File: src/logic/tbw_pkg.sv
package tbw_pkg;

  // clock and derived timing
  localparam int unsigned CLK_NS   = 5;                  // 200 MHz system clock
  localparam int unsigned FILT_NS  = 3_000_000;          // 3.0 ms digital input filter
  localparam int unsigned FILT_CYC = FILT_NS / CLK_NS;   // filter length in cycles
  localparam int unsigned TICK_NS  = 1_000_000;          // timer resolution, 1 ms
  localparam int unsigned TICK_CYC = TICK_NS / CLK_NS;   // cycles per millisecond tick

  // register byte addresses on apb
  localparam logic [7:0] ADDR_OUT_IMG = 8'h00;  // data0, data1, control byte from controller
  localparam logic [7:0] ADDR_IN_IMG  = 8'h04;  // data0, data1, status byte to controller
  localparam logic [7:0] ADDR_PERIOD  = 8'h08;  // cycle monitoring period, ms
  localparam logic [7:0] ADDR_MIN_OFF = 8'h0c;  // min_off_time_setting, ms

  // field positions and reset values
  localparam int unsigned TOGGLE_BIT  = 0;           // watched bit inside output data byte 0
  localparam int unsigned IMG_W       = 24;          // two data bytes plus one control/status
  localparam int unsigned DIN_N       = 2;           // digital inputs, input 0 is the enable
  localparam int unsigned RELAY_N     = 2;           // make contacts
  localparam logic [15:0] PERIOD_RST  = 16'h0064;    // 100 ms
  localparam logic [15:0] MIN_OFF_RST = 16'h03e8;    // 1000 ms
  localparam logic [23:0] OUT_IMG_RST = 24'h000000;

  // watchdog states, one-hot
  typedef enum logic [3:0] {
    ST_IDLE  = 4'h1,   // relays open, waiting for an enable falling edge
    ST_ARMED = 4'h2,   // armed, waiting for one full toggle cycle
    ST_RUN   = 4'h4,   // relays closed, toggling good
    ST_TRIP  = 4'h8    // tripped, relays held open for the minimum off time
  } tbw_state_t;

endpackage : tbw_pkg

File: src/logic/tbw_in_if.sv
interface tbw_in_if;
  logic pin;    // raw field input, asynchronous
  logic level;  // synchronised, filtered level
  logic fall;   // one-cycle pulse on a filtered high-to-low change

  modport filt (input pin, output level, output fall);
  modport core (output pin, input level, input fall);
endinterface : tbw_in_if

File: src/logic/tbw_in_filt.sv
module tbw_in_filt #(
  parameter int unsigned FILT_CYC = tbw_pkg::FILT_CYC
) (
  // clock and reset
  input wire logic sys_clk,
  input wire logic rst_n,
  // filtered input
  tbw_in_if.filt   io
);

  localparam logic [19:0] LIM = 20'(FILT_CYC - 1);

  typedef struct packed {
    logic        s1;
    logic        s2;
    logic        level;
    logic        fall;
    logic [19:0] cnt;
  } tbw_filt_t;

  tbw_filt_t r;
  tbw_filt_t n;

  // a change must stand for the whole filter time before it is accepted
  always_comb begin
    n      = r;
    n.s1   = io.pin;
    n.s2   = r.s1;   // first stage feeds only the second
    n.fall = 1'b0;
    if (r.s2 == r.level) begin
      n.cnt = '0;
    end else if (r.cnt >= LIM) begin
      n.cnt   = '0;
      n.level = r.s2;
      n.fall  = r.level & ~r.s2;
    end else begin
      n.cnt = r.cnt + 20'd1;
    end
  end

  always_ff @(posedge sys_clk or negedge rst_n) begin
    if (!rst_n) begin
      r <= '0;
    end else begin
      r <= n;
    end
  end

  assign io.level = r.level;
  assign io.fall  = r.fall;

endmodule : tbw_in_filt

File: src/logic/tbw_top.sv
// How it works
// - stopped toggle bit opens both relays
// - toggle gap beyond set period is failure
// - only enable falling edge arms monitoring
// - trip holds relays open for minimum time
// - after trip stay open until re-armed
// - close relays after one full toggle cycle
// - one missed cycle trips, stuck low or high
// - three bytes each way per bus cycle
// - relay indicator lit while contact closed
// - watchdog-good indicator lit while toggling good
// - one indicator per input shows its level
module tbw_top #(
  parameter int unsigned FILT_CYC = tbw_pkg::FILT_CYC,
  parameter int unsigned TICK_CYC = tbw_pkg::TICK_CYC
) (
  // clock and reset
  input  wire logic        sys_clk,
  input  wire logic        rst_n,
  // apb slave
  input  wire logic        psel,
  input  wire logic        penable,
  input  wire logic        pwrite,
  input  wire logic [7:0]  paddr,
  input  wire logic [31:0] pwdata,
  output logic      [31:0] prdata,
  output logic             pready,
  output logic             pslverr,
  // field inputs, din[0] is the monitoring enable
  input  wire logic [1:0]  din,
  // relay coils
  output logic      [1:0]  relay,
  // indicators
  output logic      [1:0]  led_relay,
  output logic             led_wd_ok,
  output logic      [1:0]  led_din
);

  localparam logic [17:0] TICK_LIM = 18'(TICK_CYC - 1);

  typedef struct packed {
    logic [23:0]         out_img;
    logic [15:0]         period;
    logic [15:0]         min_off;
    tbw_pkg::tbw_state_t st;
    logic [17:0]         tick_cnt;
    logic [15:0]         per_cnt;
    logic [15:0]         off_cnt;
    logic                edges;
    logic [1:0]          relay;
    logic [1:0]          led_relay;
    logic                led_wd_ok;
    logic [1:0]          led_din;
    logic [31:0]         prdata;
    logic                pready;
    logic                pslverr;
  } tbw_core_t;

  tbw_core_t r;
  tbw_core_t n;

  // address decode used by the error path and the unmapped-access check; the read path decodes paddr itself
  function automatic logic addr_ok(input logic [7:0] a);
    addr_ok = (a == tbw_pkg::ADDR_OUT_IMG) || (a == tbw_pkg::ADDR_IN_IMG) ||
              (a == tbw_pkg::ADDR_PERIOD)  || (a == tbw_pkg::ADDR_MIN_OFF);
  endfunction : addr_ok

  // input conditioning, one filter per field input
  logic [1:0] din_level;
  logic [1:0] din_fall;

  for (genvar i = 0; i < tbw_pkg::DIN_N; i++) begin : g_din
    tbw_in_if io ();
    assign io.pin       = din[i];
    assign din_level[i] = io.level;
    assign din_fall[i]  = io.fall;
    tbw_in_filt #(
      .FILT_CYC (FILT_CYC)
    ) u_filt (
      .sys_clk (sys_clk),
      .rst_n   (rst_n),
      .io      (io)
    );
  end

  // bus handshake: every access answers one cycle after penable rises
  logic acc;
  logic done;
  logic wr_out;
  logic tog_edge;
  logic tick;
  logic expire;
  logic fall_en;

  assign acc     = psel & penable;
  assign done    = acc & r.pready;
  assign wr_out  = done & pwrite & (paddr == tbw_pkg::ADDR_OUT_IMG);
  assign fall_en = din_fall[0];
  // the image write is the bus cycle; a flipped bit is a toggle edge
  assign tog_edge = wr_out &&
                    (pwdata[tbw_pkg::TOGGLE_BIT] != r.out_img[tbw_pkg::TOGGLE_BIT]);
  // free running ms tick; resetting it on edges would freeze the off timer
  assign tick   = (r.tick_cnt == TICK_LIM);
  assign expire = tick && (({1'b0, r.per_cnt} + 17'd1) >= {1'b0, r.period});

  always_comb begin
    n = r;

    // millisecond prescaler
    n.tick_cnt = tick ? '0 : r.tick_cnt + 18'd1;

    // period timer, restarted on each toggle edge, saturating
    if (tog_edge) begin
      n.per_cnt = '0;
    end else if (tick && (r.per_cnt != 16'hffff)) begin
      n.per_cnt = r.per_cnt + 16'd1;
    end

    // watchdog sequence
    unique case (r.st)
      tbw_pkg::ST_IDLE: begin
        // a level held high never arms, only the edge does
        if (fall_en) begin
          n.st      = tbw_pkg::ST_ARMED;
          n.edges   = 1'b0;
          n.per_cnt = '0;
        end
      end
      tbw_pkg::ST_ARMED: begin
        if (expire) begin
          n.st      = tbw_pkg::ST_TRIP;
          n.off_cnt = '0;
        end else if (tog_edge) begin
          // two edges make one full cycle: low-high-low or high-low-high
          if (r.edges) begin
            n.st = tbw_pkg::ST_RUN;
          end else begin
            n.edges = 1'b1;
          end
        end
      end
      tbw_pkg::ST_RUN: begin
        // no edge within the period, whichever level the bit sticks at
        if (expire) begin
          n.st      = tbw_pkg::ST_TRIP;
          n.off_cnt = '0;
        end
      end
      tbw_pkg::ST_TRIP: begin
        // good toggling here changes nothing; enable edges are ignored too
        if (r.off_cnt >= r.min_off) begin
          n.st = tbw_pkg::ST_IDLE;
        end else if (tick) begin
          n.off_cnt = r.off_cnt + 16'd1;
        end
      end
      default: begin
        n.st = tbw_pkg::ST_IDLE;
      end
    endcase

    // contacts and relay/good indicators follow the next state so they share its edge; input indicators follow the filtered level
    n.relay     = {2{n.st == tbw_pkg::ST_RUN}};
    n.led_relay = n.relay;
    n.led_wd_ok = (n.st == tbw_pkg::ST_RUN);
    n.led_din   = din_level;

    // apb access phase
    n.pready  = acc & ~r.pready;
    n.pslverr = acc & ~r.pready & ((paddr[1:0] != 2'b00) || !addr_ok(paddr));
    n.prdata  = '0;
    if (acc && !r.pready && !pwrite) begin
      unique case (paddr)
        tbw_pkg::ADDR_OUT_IMG: n.prdata = {8'h00, r.out_img};
        // data0 inputs, data1 contacts and good flag, status the state
        tbw_pkg::ADDR_IN_IMG:  n.prdata = {8'h00, 4'h0, r.st,
                                           5'h00, r.led_wd_ok, r.relay,
                                           6'h00, r.led_din};
        tbw_pkg::ADDR_PERIOD:  n.prdata = {16'h0000, r.period};
        tbw_pkg::ADDR_MIN_OFF: n.prdata = {16'h0000, r.min_off};
        default:               n.prdata = '0;
      endcase
    end

    // writes take effect at the completing edge only
    if (done && pwrite) begin
      unique case (paddr)
        tbw_pkg::ADDR_OUT_IMG: n.out_img = pwdata[23:0];
        tbw_pkg::ADDR_PERIOD:  n.period  = pwdata[15:0];
        tbw_pkg::ADDR_MIN_OFF: n.min_off = pwdata[15:0];
        default: begin
        end
      endcase
    end
  end

  // one state register for the whole block
  always_ff @(posedge sys_clk or negedge rst_n) begin
    if (!rst_n) begin
      r           <= '0;
      r.out_img   <= tbw_pkg::OUT_IMG_RST;
      r.period    <= tbw_pkg::PERIOD_RST;
      r.min_off   <= tbw_pkg::MIN_OFF_RST;
      r.st        <= tbw_pkg::ST_IDLE;
    end else begin
      r <= n;
    end
  end

  assign prdata    = r.prdata;
  assign pready    = r.pready;
  assign pslverr   = r.pslverr;
  assign relay     = r.relay;
  assign led_relay = r.led_relay;
  assign led_wd_ok = r.led_wd_ok;
  assign led_din   = r.led_din;
endmodule : tbw_top

File: config.mk
export PLATFORM = sky130hd
export DESIGN_NAME = tbw_top
export DESIGN_NICKNAME = d
export VERILOG_FILES = /design/src/logic/tbw_pkg.sv /design/src/logic/tbw_in_if.sv /design/src/logic/tbw_in_filt.sv /design/src/logic/tbw_top.sv
export SDC_FILE = /design/constraint.sdc
export NUM_CORES = 1
export LEC_CHECK = 0
export BUFFER_PORTS_ARGS = -buffer_cell sky130_fd_sc_hd__buf_4
export CORE_UTILIZATION = 40
export DETAILED_ROUTE_END_ITERATION = 6
export PLACE_DENSITY = 0.67
export SYNTH_ARGS = -nofsm -noshare
export SYNTH_HDL_FRONTEND = slang
export SYNTH_SLANG_ARGS = --single-unit
File: constraint.sdc
create_clock -name sys_clk -period 2.9 [get_ports sys_clk]
set_input_delay 0 -clock sys_clk [delete_from_list [all_inputs] [get_ports sys_clk]]
set_output_delay 0 -clock sys_clk [all_outputs]
set_load 0.01 [all_outputs]
==> metrics <==
CTS root buffer=clkbuf_16; Worst VDD drop=290.2 uV; drt drc=0; Hold Path Class=in2reg; Final Hold Vio Count=0; most frequent CP cell=and3_1; CTS max path bufs=2; mean cell area of the mapped netlist=10.26 um2; Area growth syn-to-layout=20.33%; Worst Path Required=roughly 3.3 ns; clock-pin slew of the registers on the worst-case setup and hold paths=0.07 ns; final period utilization=0.9765; slowest stage delay, CP=0.37 ns; # diodes=0; total CTS buffers=17; sequential area share after synthesis=0.4937; initial antenna violation count=0; Max Cap Viol=0; Final ANT Viol Nets=0; min-delay src=pwrite; largest net degree at the start of global routing=88; crit path max-delay cell type=dfrtp_1; fin crit period=2.832 ns; crit path kind=reg2reg; CTS Sinks=187; setup TNS=0 ns; vias per cell=5.024; CP endpoint kind=flop; fin util=0.4887; routed wire length=19,980 um; Final nets=about 1,100; CP startpoint kind=flop; total number of vias=6,838; Cell variety after synth=64; reg-to-reg endpoint=r[49]; DR iter-0 viols=between 300 and 400; num rows=56; Synth Cell Area=9504 um2; Detail Placement HPWL=14,060 um; CTS tree=built; multi-input logic area=4368 um2; vias in the first global route=6,936; Fill cells=~2,100; RSZ-0062 raised after global routing=true; crit path buf inv count=1; Hold Path Sink=prdata[1]; WHS=0.02833 ns; worst r2r path cells=12; hold depth=4; routability cong.=0.7925; Worst R2R Setup Slack=between 0.06 and 0.07 ns; H-tree depth reported by CTS=4; Pwr Total=5.166 mW; Slew HR=0.2802; Critical R2R Launch=r[59]; synthesis warning total=0; worst-margin pin slew=1.076 ns; fmax=353.1 MHz; Sequential Area=4692 um2; flops & latches, synth=187; Post-synth EDFFs=0; worst skew pair latency=0.45 ns; die width=about 160 um; share of cells above drive strength 1=0.2226; critical-path cell list=and3_1 -> and4_1 -> and3_1 -> nand3_1 -> xnor2_1 -> ha_1 -> and3_1 -> a221oi_1 -> o211ai_1 -> and4_4 -> clkbuf_16 -> a21oi_1; Leak Pwr=around 5.5 nW; Initial Util=0.4061; core area=roughly 23,000 um2; Slew Limit Fails=0; Clock Skew=0.01444 ns; Die Ht=between 150 and 200 um; total placed instance area=just over 10,000 um2; WL/cell=roughly 15 um; Power Density=about 450 nW/um2; outcome=complete, no violations; CP Max Fanout=4; Mapped Cells=between 900 and 1,000; asr flop ratio synth=1.000; crit-path leading delay family=simple AND/OR/NAND/NOR gates; Port Buf Inserts=71; Congestion Overflow GR=0; Synth Flop Type=dfrtp_1; final-report setup violation count=0; total die area=24,380 um2; DR pass1 iterations=4; Global Route Usage Sum=0.1736; WP data arrival=approximately 3.2 ns; # IOs=88; final instance area=between 10,000 and 15,000 um2; first-pass GRT wire length=33,550 um
## cell type report
cell class | instances | area share
Inverter | 44 | 0.01444
Clock inverter | 14 | 0.01280
Tap cell | 319 | 0.03490
Multi-Input combinational cell | 636 | 0.3819
Timing Repair Buffer | 143 | 0.1072
Sequential cell | 187 | 0.4103
Clock buffer | 18 | 0.03840
## cell usage after synthesis, types with 26 or more instances
library cell  instances  share of area
dfrtp_1             177           0.47
nor2_1              105          0.041
nand2_1              74          0.029
xor2_1               49          0.045
inv_1                43          0.017
mux2_2               42          0.050
nand3_1              42          0.022
ha_1                 39          0.051
o21ai_0              39          0.021
buf_4                38          0.030
xnor2_1              31          0.029
and3_1               27          0.018
a21oi_1              26          0.014
## per-layer routing
layer / GRT usage / routed length (um) / vias up
li1: - / - / 3379
met1: 0.2263 / 9406 / 3314
met2: 0.2887 / 9563 / 124
met3: 0.03028 / 673 / 21
met4: 0.06303 / 333 / 0
met5: 0 / 0 / -
## logic make-up (layout without fill, tap and decap cells)
group                    after synthesis  after routing  share of synthesized area
AND/OR/NAND/NOR                      339            339                     0.1780
flip-flops                           187            187                     0.4937
AO/OA/AOI/OAI                        119            119                    0.07820
buffers and inverters                110            219                    0.05885
XOR/XNOR                              80             80                    0.07372
multiplexers                          51             51                    0.06582
adder cells (fa/ha/maj)               39             39                    0.05134
other                                  1              8                  0.0003946
## layout by cell type (no fill, tap or decap), drive strengths merged, types with 6 or more instances in the layout
cell	n
dfstp	10
nor2	105
xnor2	31
conb	8
a21oi	26
nand4	18
and3	27
o21ai	49
nand3	44
inv	52
or3	10
o31ai	8
nand2	75
a22oi	12
nor3	12
xor2	49
ha	39
or4	10
buf	106
dfrtp	177
dlygate4sd3	35
and2	9
mux2	42
a211oi	6
clkbuf	20
## state kept, by name, summed over array words and instances (netlist names)
| register | count |
|---|---|
| prdata | 24 |
| led_din | 2 |
| pslverr | 1 |
| r | 111 |
| led_wd_ok | 1 |
| g_din.u_filt.n | 2 |
| g_din.u_filt.io.level | 2 |
| g_din.u_filt.r | 42 |
| pready | 1 |
| g_din.u_filt.io.fall | 1 |
## repair_timing
item,CTS,global route
hold buffers,35,0
gates resized for setup,2,23
pin swaps,3,13
setup endpoints to repair,16,21
gates cloned,0,1
setup buffers,1,0
hold endpoints to repair,142,0
## worst max path at each step
stage	start	to	slack (ns)	cells after the start
after floorplan	r[60]	r[51]	0.03	13
after global placement	r[58]	r[42]	-0.002	13
after detailed placement	r[58]	r[42]	-0.06	13
after CTS	r[58]	r[42]	0.02	12
after global routing	r[59]	r[44]	-0.15	13
final	r[59]	r[49]	0.07	12
## worst min-delay path: stages
cell and delay, ns:
buf_4 0.09, nor3_1 0.04, buf_4 0.16, and2_1 0.14
## report_power, final
part           internal, mW  switching [mW]  total (mW)  leakage [nW]
logic                0.0996           0.131       0.230          2.70
clock network          1.18            1.13        2.30         0.287
registers              2.62         0.00899        2.63          2.48
## through the flow
stage,instances,setup WS [ns]
floorplan,933,0.03090
global placement,1292,-0.002100
detailed placement,1292,-0.06202
CTS,1360,0.01652
global route,1361,-0.1546
finish,1361,0.06825
No activity file was read; power rests on OpenSTA's default activity.
